**config.mk**
```make
export PLATFORM = sky130hd
export DESIGN_NAME = vtrc_top
export DESIGN_NICKNAME = d
export VERILOG_FILES = /design/src/core/vtrc_pkg.sv /design/src/core/vtrc_prio_split.sv /design/src/core/vtrc_pulse.sv /design/src/core/vtrc_top.sv
export SDC_FILE = /design/constraint.sdc
export NUM_CORES = 1
export LEC_CHECK = 0
export BUFFER_PORTS_ARGS = -buffer_cell sky130_fd_sc_hd__buf_2
export CAP_MARGIN = 20
export CORE_ASPECT_RATIO = 1.75
export CORE_MARGIN = 3
export CORE_UTILIZATION = 25
export DETAILED_ROUTE_END_ITERATION = 10
export PLACE_DENSITY_LB_ADDON = 0.08
export SLEW_MARGIN = 40
export SYNTH_ARGS = -nofsm -noshare
export SYNTH_HDL_FRONTEND = slang
export SYNTH_HIERARCHICAL = 1
export SYNTH_SLANG_ARGS = --single-unit
```
**constraint.sdc**
```tcl
create_clock -name mclk -period 1.8 [get_ports mclk]
set_input_delay 0.27 -clock mclk [delete_from_list [all_inputs] [get_ports mclk]]
set_output_delay 0.27 -clock mclk [all_outputs]
set_load 0.01 [all_outputs]
```
**src/core/vtrc_pkg.sv**
```systemverilog
// Package with register map, field layout and constants of the vector table and reset control
package vtrc_pkg;
  // ----------------------------------------
  // Register offsets (byte addresses)
  // ----------------------------------------
  localparam logic [7:0] VTL_OFF = 8'h08;
  localparam logic [7:0] IRC_OFF = 8'h0c;

  // ----------------------------------------
  // Vector table location fields
  // ----------------------------------------
  localparam int SPACE_BIT = 29;
  localparam int TOFF_HI = 28;
  localparam int TOFF_LO = 7;
  localparam logic [31:0] VTL_RESET = 32'h0000_0000;
  localparam logic [31:0] SPACE_CODE_BASE = 32'h0000_0000;
  localparam logic [31:0] SPACE_SRAM_BASE = 32'h2000_0000;

  // ----------------------------------------
  // Interrupt and reset control fields
  // ----------------------------------------
  localparam logic [15:0] KEY_WRITE = 16'h05fa;
  localparam logic [15:0] KEY_READ = 16'hfa05;
  localparam int KEY_LO = 16;
  localparam int ORDER_BIT = 15;
  localparam int SPLIT_HI = 10;
  localparam int SPLIT_LO = 8;
  localparam int RSTREQ_BIT = 2;
  localparam int CLRACT_BIT = 1;
  localparam int CORERST_BIT = 0;
  localparam logic [2:0] SPLIT_RESET = 3'h0;
  localparam logic BYTE_ORDER_VAL = 1'b0;

  // ----------------------------------------
  // Priority field width
  // ----------------------------------------
  localparam int PRIO_W = 8;
endpackage

```
**src/core/vtrc_prio_split.sv**
```systemverilog
// Splits one priority value into pre-emption and subpriority parts
`timescale 1ns/1ps
`default_nettype none
module vtrc_prio_split #(
  parameter int PRIO_W = vtrc_pkg::PRIO_W
) (
  // Grouping selection and priority value
  input wire logic [2:0] split_sel,
  input wire logic [PRIO_W-1:0] prio_in,
  // Split result, unused bits zero
  output logic [PRIO_W-1:0] preempt_out,
  output logic [PRIO_W-1:0] subprio_out
);
  logic [PRIO_W-1:0] sub_mask;

  always_comb begin
    // Code n leaves n+1 low bits to subpriority
    sub_mask = PRIO_W'((9'h2 << split_sel) - 9'h1);
    // Four-bit shift count, so code 7 shifts by 8 instead of wrapping to 0
    preempt_out = (prio_in & ~sub_mask) >> ({1'b0, split_sel} + 4'h1);
    subprio_out = prio_in & sub_mask;
  end
endmodule
`default_nettype wire

```
**src/core/vtrc_pulse.sv**
```systemverilog
// One-shot pulse generator for self-clearing control bits
`timescale 1ns/1ps
`default_nettype none
module vtrc_pulse (
  // Clock and reset
  input wire logic mclk,
  input wire logic srst,
  // Trigger and pulse
  input wire logic trig,
  output logic pulse_q
);
  logic pulse_d;

  always_comb begin
    pulse_d = trig;
  end

  always_ff @(posedge mclk) begin
    if (srst) begin
      pulse_q <= 1'b0;
    end else begin
      pulse_q <= pulse_d;
    end
  end
endmodule
`default_nettype wire

```
**src/core/vtrc_top.sv**
```systemverilog
// Vector table location and keyed interrupt and reset control registers
// ----------------------------------------
// How it works
// - Bit 29 selects code space (0) or SRAM space (1) for the table.
// - Bits 28..7 hold the table offset from the selected space start.
// - Control register reads return 0xfa05 in the key field.
// - Bit 15 shows byte order: 1 big-endian, 0 little-endian.
// - Bits 10..8 choose the pre-emption versus subpriority split.
// - The chosen split applies to every interrupt priority field.
// - Writing 1 to clear-active erases all active state, then self-clears.
// - Writing 1 to core reset resets the system, then reads zero.
// - Reset request drives the request output until warm reset or a keyed write with bit 2 at 0 clears it.
// - Byte order is fixed little-endian, so bit 15 reads 0.
// ----------------------------------------
//
// Design decisions made here: the plain strobed port and the placing of the registers.
`timescale 1ns/1ps
`default_nettype none
module vtrc_top #(
  parameter int PRIO_W = vtrc_pkg::PRIO_W
) (
  // Clock and reset
  input wire logic mclk,
  input wire logic srst,
  // Register port
  input wire logic [7:0] reg_addr,
  input wire logic [31:0] reg_wdata,
  input wire logic reg_wr,
  input wire logic reg_rd,
  output logic [31:0] reg_rdata,
  // Vector table placement
  output logic [31:0] table_base_addr,
  // Priority split service for the arbiter
  input wire logic [PRIO_W-1:0] prio_in,
  output logic [PRIO_W-1:0] preempt_out,
  output logic [PRIO_W-1:0] subprio_out,
  output logic [2:0] priority_split_select,
  // System control outputs
  output logic byte_order_bit,
  output logic clear_active_pulse,
  output logic core_reset_pulse,
  output logic reset_request_out
);
  // ----------------------------------------
  // State
  // ----------------------------------------
  logic table_space_select_q, table_space_select_d;
  logic [21:0] table_offset_field_q, table_offset_field_d;
  logic [2:0] split_q, split_d;
  logic rstreq_q, rstreq_d;
  logic [31:0] rdata_q, rdata_d;
  logic wr_vtl, wr_irc, key_ok;
  logic clr_trig, core_trig;

  // ----------------------------------------
  // Write decode
  // ----------------------------------------
  always_comb begin
    wr_vtl = reg_wr && (reg_addr == vtrc_pkg::VTL_OFF);
    key_ok = (reg_wdata[31:vtrc_pkg::KEY_LO] == vtrc_pkg::KEY_WRITE);
    wr_irc = reg_wr && (reg_addr == vtrc_pkg::IRC_OFF) && key_ok;
    clr_trig = wr_irc && reg_wdata[vtrc_pkg::CLRACT_BIT];
    core_trig = wr_irc && reg_wdata[vtrc_pkg::CORERST_BIT];
  end

  // ----------------------------------------
  // Next-state logic
  // ----------------------------------------
  always_comb begin
    table_space_select_d = table_space_select_q;
    table_offset_field_d = table_offset_field_q;
    split_d = split_q;
    rstreq_d = rstreq_q;
    if (wr_vtl) begin
      table_space_select_d = reg_wdata[vtrc_pkg::SPACE_BIT];
      table_offset_field_d = reg_wdata[vtrc_pkg::TOFF_HI:vtrc_pkg::TOFF_LO];
    end
    if (wr_irc) begin
      split_d = reg_wdata[vtrc_pkg::SPLIT_HI:vtrc_pkg::SPLIT_LO];
      rstreq_d = reg_wdata[vtrc_pkg::RSTREQ_BIT];
    end
  end

  // ----------------------------------------
  // Read mux
  // ----------------------------------------
  always_comb begin
    rdata_d = 32'h0000_0000;
    if (reg_rd) begin
      case (reg_addr)
        vtrc_pkg::VTL_OFF: begin
          rdata_d[vtrc_pkg::SPACE_BIT] = table_space_select_q;
          rdata_d[vtrc_pkg::TOFF_HI:vtrc_pkg::TOFF_LO] = table_offset_field_q;
        end
        vtrc_pkg::IRC_OFF: begin
          rdata_d[31:vtrc_pkg::KEY_LO] = vtrc_pkg::KEY_READ;
          rdata_d[vtrc_pkg::ORDER_BIT] = vtrc_pkg::BYTE_ORDER_VAL;
          rdata_d[vtrc_pkg::SPLIT_HI:vtrc_pkg::SPLIT_LO] = split_q;
          rdata_d[vtrc_pkg::RSTREQ_BIT] = rstreq_q;
        end
        default: begin
          rdata_d = 32'h0000_0000;
        end
      endcase
    end
  end

  // ----------------------------------------
  // Registers
  // ----------------------------------------
  // Reset request is cleared by the warm reset it causes, which arrives on srst
  always_ff @(posedge mclk) begin
    if (srst) begin
      table_space_select_q <= vtrc_pkg::VTL_RESET[vtrc_pkg::SPACE_BIT];
      table_offset_field_q <= vtrc_pkg::VTL_RESET[vtrc_pkg::TOFF_HI:vtrc_pkg::TOFF_LO];
      split_q <= vtrc_pkg::SPLIT_RESET;
      rstreq_q <= 1'b0;
      rdata_q <= 32'h0000_0000;
    end else begin
      table_space_select_q <= table_space_select_d;
      table_offset_field_q <= table_offset_field_d;
      split_q <= split_d;
      rstreq_q <= rstreq_d;
      rdata_q <= rdata_d;
    end
  end

  // ----------------------------------------
  // Self-clearing pulses
  // ----------------------------------------
  // The stored bit never exists, so the bits read zero right after the write
  vtrc_pulse u_clr (
    .mclk(mclk),
    .srst(srst),
    .trig(clr_trig),
    .pulse_q(clear_active_pulse)
  );

  vtrc_pulse u_core (
    .mclk(mclk),
    .srst(srst),
    .trig(core_trig),
    .pulse_q(core_reset_pulse)
  );

  // ----------------------------------------
  // Priority split
  // ----------------------------------------
  vtrc_prio_split #(
    .PRIO_W(PRIO_W)
  ) u_split (
    .split_sel(split_q),
    .prio_in(prio_in),
    .preempt_out(preempt_out),
    .subprio_out(subprio_out)
  );

  // ----------------------------------------
  // Outputs
  // ----------------------------------------
  // Offset alignment is left to software; low bits are never stored
  always_comb begin
    table_base_addr = (table_space_select_q ? vtrc_pkg::SPACE_SRAM_BASE
                       : vtrc_pkg::SPACE_CODE_BASE)
                      | {3'h0, table_offset_field_q, 7'h00};
    reg_rdata = rdata_q;
    priority_split_select = split_q;
    byte_order_bit = vtrc_pkg::BYTE_ORDER_VAL;
    reset_request_out = rstreq_q;
  end

  // ----------------------------------------
  // Checks
  // ----------------------------------------
  // Own view of the bus, so a broken key decode cannot hide from the checks
  logic chk_irc_wr, chk_key_match;
  always_comb begin
    chk_irc_wr = reg_wr && (reg_addr == vtrc_pkg::IRC_OFF);
    chk_key_match = (reg_wdata[31:vtrc_pkg::KEY_LO] == vtrc_pkg::KEY_WRITE);
  end

  property p_bad_key_keeps;
    @(posedge mclk) disable iff (srst)
    (chk_irc_wr && !chk_key_match)
    |=> $stable(split_q) && $stable(rstreq_q) && !clear_active_pulse && !core_reset_pulse;
  endproperty
  a_bad_key_keeps: assert property (p_bad_key_keeps) else $error("bad key changed register");

  property p_key_read;
    @(posedge mclk) disable iff (srst)
    (reg_rd && reg_addr == vtrc_pkg::IRC_OFF) |=> reg_rdata[31:16] == 16'hfa05 && !reg_rdata[15];
  endproperty
  a_key_read: assert property (p_key_read) else $error("key readback wrong");

  property p_clr_self;
    @(posedge mclk) disable iff (srst)
    clr_trig |=> clear_active_pulse ##1 (!clear_active_pulse || $past(clr_trig));
  endproperty
  a_clr_self: assert property (p_clr_self) else $error("clear active not one shot");

  property p_core_pulse;
    @(posedge mclk) disable iff (srst)
    core_trig |=> core_reset_pulse;
  endproperty
  a_core_pulse: assert property (p_core_pulse) else $error("core reset missing");

  property p_rstreq;
    @(posedge mclk) disable iff (srst)
    (chk_irc_wr && chk_key_match && reg_wdata[vtrc_pkg::RSTREQ_BIT]) |=> reset_request_out;
  endproperty
  a_rstreq: assert property (p_rstreq) else $error("reset request not raised");

  property p_space;
    @(posedge mclk) disable iff (srst)
    wr_vtl |=> table_base_addr[29] == $past(reg_wdata[29])
               && table_base_addr[28:7] == $past(reg_wdata[28:7]);
  endproperty
  a_space: assert property (p_space) else $error("table placement wrong");

  property p_split;
    @(posedge mclk) disable iff (srst)
    (split_q == 3'h7) |-> preempt_out == 8'h00 && subprio_out == prio_in;
  endproperty
  a_split: assert property (p_split) else $error("split code 7 wrong");

  property p_unused;
    @(posedge mclk) disable iff (srst)
    $past(reg_rd) && $past(reg_addr) == vtrc_pkg::VTL_OFF |-> reg_rdata[31:30] == 2'h0
                                                         && reg_rdata[6:0] == 7'h00;
  endproperty
  a_unused: assert property (p_unused) else $error("unused bits not zero");

  property p_order;
    @(posedge mclk) disable iff (srst)
    !byte_order_bit;
  endproperty
  a_order: assert property (p_order) else $error("byte order not little");

  property p_core_self;
    @(posedge mclk) disable iff (srst)
    core_trig |=> core_reset_pulse ##1 (!core_reset_pulse || $past(core_trig));
  endproperty
  a_core_self: assert property (p_core_self) else $error("core reset too long");

  property p_rstreq_clear;
    @(posedge mclk) disable iff (srst)
    (chk_irc_wr && chk_key_match && !reg_wdata[vtrc_pkg::RSTREQ_BIT]) |=> !reset_request_out;
  endproperty
  a_rstreq_clear: assert property (p_rstreq_clear) else $error("request kept");

  property p_split_store;
    @(posedge mclk) disable iff (srst)
    (chk_irc_wr && chk_key_match)
    |=> priority_split_select == $past(reg_wdata[vtrc_pkg::SPLIT_HI:vtrc_pkg::SPLIT_LO]);
  endproperty
  a_split_store: assert property (p_split_store) else $error("split not stored");

  property p_split_width;
    @(posedge mclk) disable iff (srst)
    (subprio_out >> ({1'b0, priority_split_select} + 4'h1)) == '0
    && (preempt_out >> (4'h7 - {1'b0, priority_split_select})) == '0;
  endproperty
  a_split_width: assert property (p_split_width) else $error("split widths");

  property p_split_rebuild;
    @(posedge mclk) disable iff (srst)
    prio_in == (PRIO_W'(preempt_out << ({1'b0, priority_split_select} + 4'h1)) | subprio_out);
  endproperty
  a_split_rebuild: assert property (p_split_rebuild) else $error("bits lost");

  property p_table_keep;
    @(posedge mclk) disable iff (srst)
    !(reg_wr && reg_addr == vtrc_pkg::VTL_OFF) |=> $stable(table_base_addr);
  endproperty
  a_table_keep: assert property (p_table_keep) else $error("table moved");

  property p_irc_keep;
    @(posedge mclk) disable iff (srst)
    !(chk_irc_wr && chk_key_match)
    |=> $stable(priority_split_select) && $stable(reset_request_out);
  endproperty
  a_irc_keep: assert property (p_irc_keep) else $error("control changed");

  property p_rd_idle;
    @(posedge mclk) disable iff (srst)
    !reg_rd |=> reg_rdata == 32'h0000_0000;
  endproperty
  a_rd_idle: assert property (p_rd_idle) else $error("read data not idle");

  property p_unmapped_rd;
    @(posedge mclk) disable iff (srst)
    (reg_rd && reg_addr != vtrc_pkg::VTL_OFF && reg_addr != vtrc_pkg::IRC_OFF)
    |=> reg_rdata == 32'h0000_0000;
  endproperty
  a_unmapped_rd: assert property (p_unmapped_rd) else $error("unmapped read");

  property p_vtl_read;
    @(posedge mclk) disable iff (srst)
    (reg_rd && reg_addr == vtrc_pkg::VTL_OFF)
    |=> reg_rdata[29:7] == $past(table_base_addr[29:7]);
  endproperty
  a_vtl_read: assert property (p_vtl_read) else $error("placement readback");

  // Self-clearing bits must read zero even right after they fire
  property p_irc_read;
    @(posedge mclk) disable iff (srst)
    (reg_rd && reg_addr == vtrc_pkg::IRC_OFF)
    |=> reg_rdata[10:8] == $past(priority_split_select)
        && reg_rdata[2] == $past(reset_request_out)
        && reg_rdata[14:11] == 4'h0 && reg_rdata[7:3] == 5'h00 && reg_rdata[1:0] == 2'h0;
  endproperty
  a_irc_read: assert property (p_irc_read) else $error("bad readback");

  c_clr: cover property (@(posedge mclk) disable iff (srst) clr_trig);
  c_core: cover property (@(posedge mclk) disable iff (srst) core_trig);
  c_sram: cover property (@(posedge mclk) disable iff (srst) table_space_select_q);
  c_rstreq: cover property (@(posedge mclk) disable iff (srst) $rose(reset_request_out));
  c_badkey: cover property (@(posedge mclk) disable iff (srst)
    reg_wr && reg_addr == vtrc_pkg::IRC_OFF && !key_ok);
endmodule
`default_nettype wire

```
== Word-level counts from Yosys, hierarchy flattened ==
Cells that the tools add are included.

* Register bits after elaboration: 61
* Input bits: 52
* Output and inout port bits: 87
* Logic and storage cells: 36

* Add/sub/neg operators: 2
* Eq/ne operators: 3
* Shift operators: 2
* Muxes and demuxes: 4
* Bitwise logic cells: 7
* Reduce and logical (&&, ||, !) cells: 8

{| class="wikitable"
|+ Operator list
! operator !! count
|-
| 2-to-1 mux 30 bit || 1
|-
| OR 30 x 29 -> 30 bit || 1
|-
| one-hot mux 15 bit (2 select lines) || 1
|-
| bitwise AND 8 bit || 2
|-
| == test 16 x 11 -> 1 bit, second input constant || 1
|-
| == test 8 x 4 -> 1 bit, second input constant || 2
|-
| inverter 8 bit || 1
|-
| << shifter 2 x 3 -> 8 bit, first input constant || 1
|-
| right shift 8 x 4 -> 8 bit || 1
|-
| subtractor 8 x 1 -> 8 bit, second input constant || 1
|-
| one-hot mux 3 bit (2 select lines) || 1
|-
| OR reduction 3 bit || 2
|-
| logical AND 1 bit || 5
|-
| adder 3 x 1 -> 4 bit, second input constant || 1
|-
| inverter 1 bit || 3
|-
| 2-to-1 mux 2 bit || 1
|-
| OR reduction 2 bit || 1
|}

== Logic depth before layout (Yosys ltp) ==
* Depth in word-level cells: 5
* Depth in mapped cells: 8

== Hierarchy ==
Netlist, hierarchy kept.

{| class="wikitable"
|+ Modules (own cells, without submodules)
! module !! times used !! cells each !! area an instance (µm²)
|-
| vtrc_top || 1 || 190 || 1,985.7
|-
| vtrc_prio_split || 1 || 64 || 427.9
|-
| vtrc_pulse || 2 || 2 || 33.8
|}

== Least setup slack after synthesis ==
No wires, ideal clock.

* Path kind: flip-flop to output port
* From: register split_q[2] (netlist: priority_split_select[2])
* To: output preempt_out[0]
* Data arrival time: 1.749 ns
* Slack: -0.219 ns
* Stages on the path, launching flop included: 8
* Path through: dfxtp_1 buf_2 nor2_1 nand2_1 ha_1 and3_1 a211o_1 a22o_1

* Cells in the longest elaborated chain, start to end: 5
* Elaborated cells between the ends (all ways): 6
* Those cells by class: 2 x add/sub; 2 x shift; 2 x bitwise

{| class="wikitable"
|+ RTL lines
! element !! RTL line !! source
|-
| start, declared || vtrc_top.sv:49 || <nowiki>logic [2:0] split_q, split_d;</nowiki>
|-
| start signal, assigned || vtrc_top.sv:116 || <nowiki>split_q <= vtrc_pkg::SPLIT_RESET;</nowiki>
|-
| start signal, assigned || vtrc_top.sv:122 || <nowiki>split_q <= split_d;</nowiki>
|-
| << shifter 2 x 3 -> 8 bit || vtrc_prio_split.sv:18 || <nowiki>sub_mask = PRIO_W'((9'h2 << split_sel) - 9'h1);</nowiki>
|-
| subtractor 8 x 1 -> 8 bit || vtrc_prio_split.sv:18 ||
|-
| inverter 8 bit || vtrc_prio_split.sv:20 || <nowiki>preempt_out = (prio_in & ~sub_mask) >> ({1'b0, split_sel} + 4'h1);</nowiki>
|-
| bitwise AND 8 bit || vtrc_prio_split.sv:20 ||
|-
| right shift 8 x 4 -> 8 bit (*) || vtrc_prio_split.sv:20 ||
|-
| end, declared || vtrc_top.sv:35 || <nowiki>output logic [PRIO_W-1:0] preempt_out,</nowiki>
|}

Every way passes the cells marked *; elsewhere a longest branch is shown, timed or not.

== Worst setup path in the final report ==
Same ends and word-level chain as after synthesis.

==> results.yml <==
floorplanning:
  die_w_um: 81.3
  start_util_pct: 25.9
  die_h_um: 138
  core-area_um2: 9590
  ios: 139
  die-area_um2: 11200
  num_rows: 47
route:
  drcViolationCount: 0
  post_drt_via_cell_ratio: 4.30
  vias: 2176
  wl_per_cell_um: 14.6
  routed_wl_mm: 7.39
  ant_nets: 0
  dr.pass1.iters: 4
  drtIter0Drc: 40
flow_run:
  drv_cap: 0
hold_path:
  hold_path.class: "input port to flip-flop"
  whs_path_depth: 3
final_layout:
  num_antenna_cells: 0
  final_util_pct: 36.5
  drive_above_1_share_pct: 45.6
  seq_area_um2: 1090
  n_fill_cell: 1021
  stdcell_count: 506
  areaGrowthSynthToFinish_pct: 41.1
  multi_input_area_um2: 1270
  fin_nets: 436
clock_network:
  hold_buffers: 0
  cts_tree: "done"
  clock_tree.root_cell: "clkbuf_16"
  clock_sinks: 54
  cts_buffers: 5
  clk_latency_ns: 0.29
  h-tree-depth: 2
  clockBufferDepth: 2
  clkTransAtPathRegs_ns: 0.07
timing:
  timing.final.crit_period_ns: 2.07
  tns_ns: -1.22
  fin_crit_sh_pct: 115
  finalHoldViolCount: 0
  rsz0062_at_grt: "yes"
  timing.hold.ws_ns: 0.209
  fmax_mhz: 483
  setup_viol: 10
  final.setup_skew_ns: 0.00231
  drv_slew: 0
  fin_ws_ns: -0.270
pwr:
  p_int_mw: 1.92
  swShare_pct: 21.4
  power_density_nw_per_um2: 698
  power_leakage_nw: 1.66
  clkPwrFrac_pct: 44.7
  p_sw_uw: 522
  p_seq_share_pct: 48.9
  combPwrFrac_pct: 6.5
  peakVddDrop_mv: 0.616
  finalPower_mw: 2.44
logic_synthesis:
  ys_seq_elements: 54
  syn_avg_cell_area_um2: 9.62
  synthesis.area_um2: 2480
  ys_types: 51
  synth_seq_area_share_pct: 43.6
  async_reset_ff_share_pct: 0
  ys.flop_type: "dfxtp_1"
  netlist_instances: 258
  yosys_warnings: 6
  synth-edff-count: 0
critical_path:
  path_class: "flip-flop to output port"
  r2r_cells: 3
  critical_path.max_fanout: 3
  critPathLaunchType: "flip-flop"
  required_ns: 1.53
  endpoint_kind: "output port"
  worstPathArrival_ns: 1.80
global_route:
  grt_pass1_wl_mm: 11.3
  top_usage_layer: "met2"
  overflow: 0
  grt_pass1_vias: 2200
  met3_usage_pct: 4.19
  grt_usage_pct: 13.4
  antenna_found_initial: 0
  met2_usage_pct: 25.9
  globalRouteMet1Util_pct: 12.7
  grt_max_degree: 30
placement:
  place_congestion: 0.733
  place_hpwl_mm: 5.83
  port-buffer-count: 115
  placed_cells: 494
run_status:
  status: "complete, but fails checks"
  violations: "setup timing"
Yosys cell counts, drive strengths merged, types with 2 or more instances:
cell	n	area (um2)
nand2b	4	25.0
buf	31	240
a21oi	8	40.0
nor4b	2	23.8
clkbuf	5	18.8
a211oi	3	22.5
inv	4	15.0
nor2b	4	40.0
and3	6	37.5
a22o	4	35.0
dfxtp	54	1080
nor3b	3	22.5
a311oi	2	17.5
nand2	19	71.3
nand3	2	10.0
conb	2	7.51
o31ai	4	30.0
mux2i	25	250
nor2	26	97.6
or4b	3	33.8
nand4	5	31.3
nand3b	2	15.0
nor3	2	21.3
and2	19	119
a21boi	2	15.0
stage by stage:
step / area [um2] / setup WS, ns
2_1_floorplan: 2570 / -0.0897
3_3_place_gp: 3200 / -0.126
3_5_place_dp: 3200 / -0.123
4_1_cts: 3440 / -0.283
5_1_grt: 3500 / -0.337
6_report: 3500 / -0.270
sequential cells by signal (all words and copies together), names as in the netlist:
register               cells
reset_request_out          1
table_space_select_q       1
u_clr/pulse_q              1
u_core/pulse_q             1
table_offset_field_q      22
reg_rdata                 25
priority_split_select      3
critical path, cell delays in order, from the launching register on:
cell     delay, ns
dfxtp_2       0.33
nor2_4        0.13
nand2_2       0.09
ha_4          0.24
and3_1        0.15
a211o_1       0.23
a22o_1        0.20
buf_2         0.13
power groups by stage:
| stage | clock (mW) | sequential [mW] | combinational (mW) |
|---|---|---|---|
| 2_1_floorplan | 0 | 1.22 | 0.0915 |
| 3_3_place_gp | 0 | 1.22 | 0.152 |
| 3_5_place_dp | 0 | 1.22 | 0.152 |
| 4_1_cts | 1.13 | 1.19 | 0.153 |
| 5_1_grt | 1.18 | 1.19 | 0.175 |
| 6_report | 1.09 | 1.19 | 0.158 |
kinds of logic (layout without fill, tap and decap cells):
group,Yosys count,in the layout,share of synthesized area [%]
XOR/XNOR,1,1,0.353
buffers and inverters,40,151,11.0
flip-flops,54,54,43.6
adder cells (fa/ha/maj),1,1,0.504
AO/OA/AOI/OAI,32,32,9.53
other,2,17,0.303
AND/OR/NAND/NOR,103,103,24.6
multiplexers,25,25,10.1
routing by layer:
metal | wire length (um) | up-vias
met1 | 2510 | 1002
li1 | - | 1096
met3 | 584 | 6
met5 | 0 | -
met2 | 4180 | 72
met4 | 112 | 0
cells in the final DEF, fill, tap and decap left out, types with 2 or more instances in the layout:
cell type	n
nand2b_1	3
or4b_1	2
buf_4	18
clkbuf_16	5
nor3b_1	2
o31ai_1	4
a22o_1	4
a211oi_2	2
a21oi_1	7
buf_2	114
dfxtp_2	2
dfxtp_1	51
conb_1	17
inv_2	2
nand4_1	5
nand2_1	17
nor2b_1	2
and2_1	19
a311oi_2	2
buf_6	5
and3_1	5
mux2i_1	24
nand2_2	2
nand3b_1	2
nor2_1	24
nor2_4	2
a21boi_1	2
buf_12	2
nor2b_4	2
nand3_1	2
path summary, 6_finish.rpt:
kind / to / start / slack [ns]
worst max-delay path: preempt_out[0] / priority_split_select[2]$_SDFFE_PP0P_ / -0.27
worst min-delay path: table_offset_field_q[8]$_SDFFE_PP0P_ / reg_wdata[15] / 0.21
worst max register to register: priority_split_select[2]$_SDFFE_PP0P_ / priority_split_select[2]$_SDFFE_PP0P_ / 0.87
worst min register to register: reg_rdata[28]$_SDFF_PP0_ / table_offset_field_q[21]$_SDFFE_PP0P_ / 0.46
cell type report:
class	count	area share (%)
inverter	4	0.500
sequential	54	31.1
multi-input combinational	179	36.4
timing repair buffer	139	22.9
tap	122	4.36
clock inverter	2	1.07
clock buffer	6	3.68
timing repair:
item                       4_1_cts  5_1_grt
setup endpoints to repair       10       11
pin swaps                       10        8
setup buffers                    2        2
gates resized for setup         13       11
No activity file was read; power rests on OpenSTA's default activity.
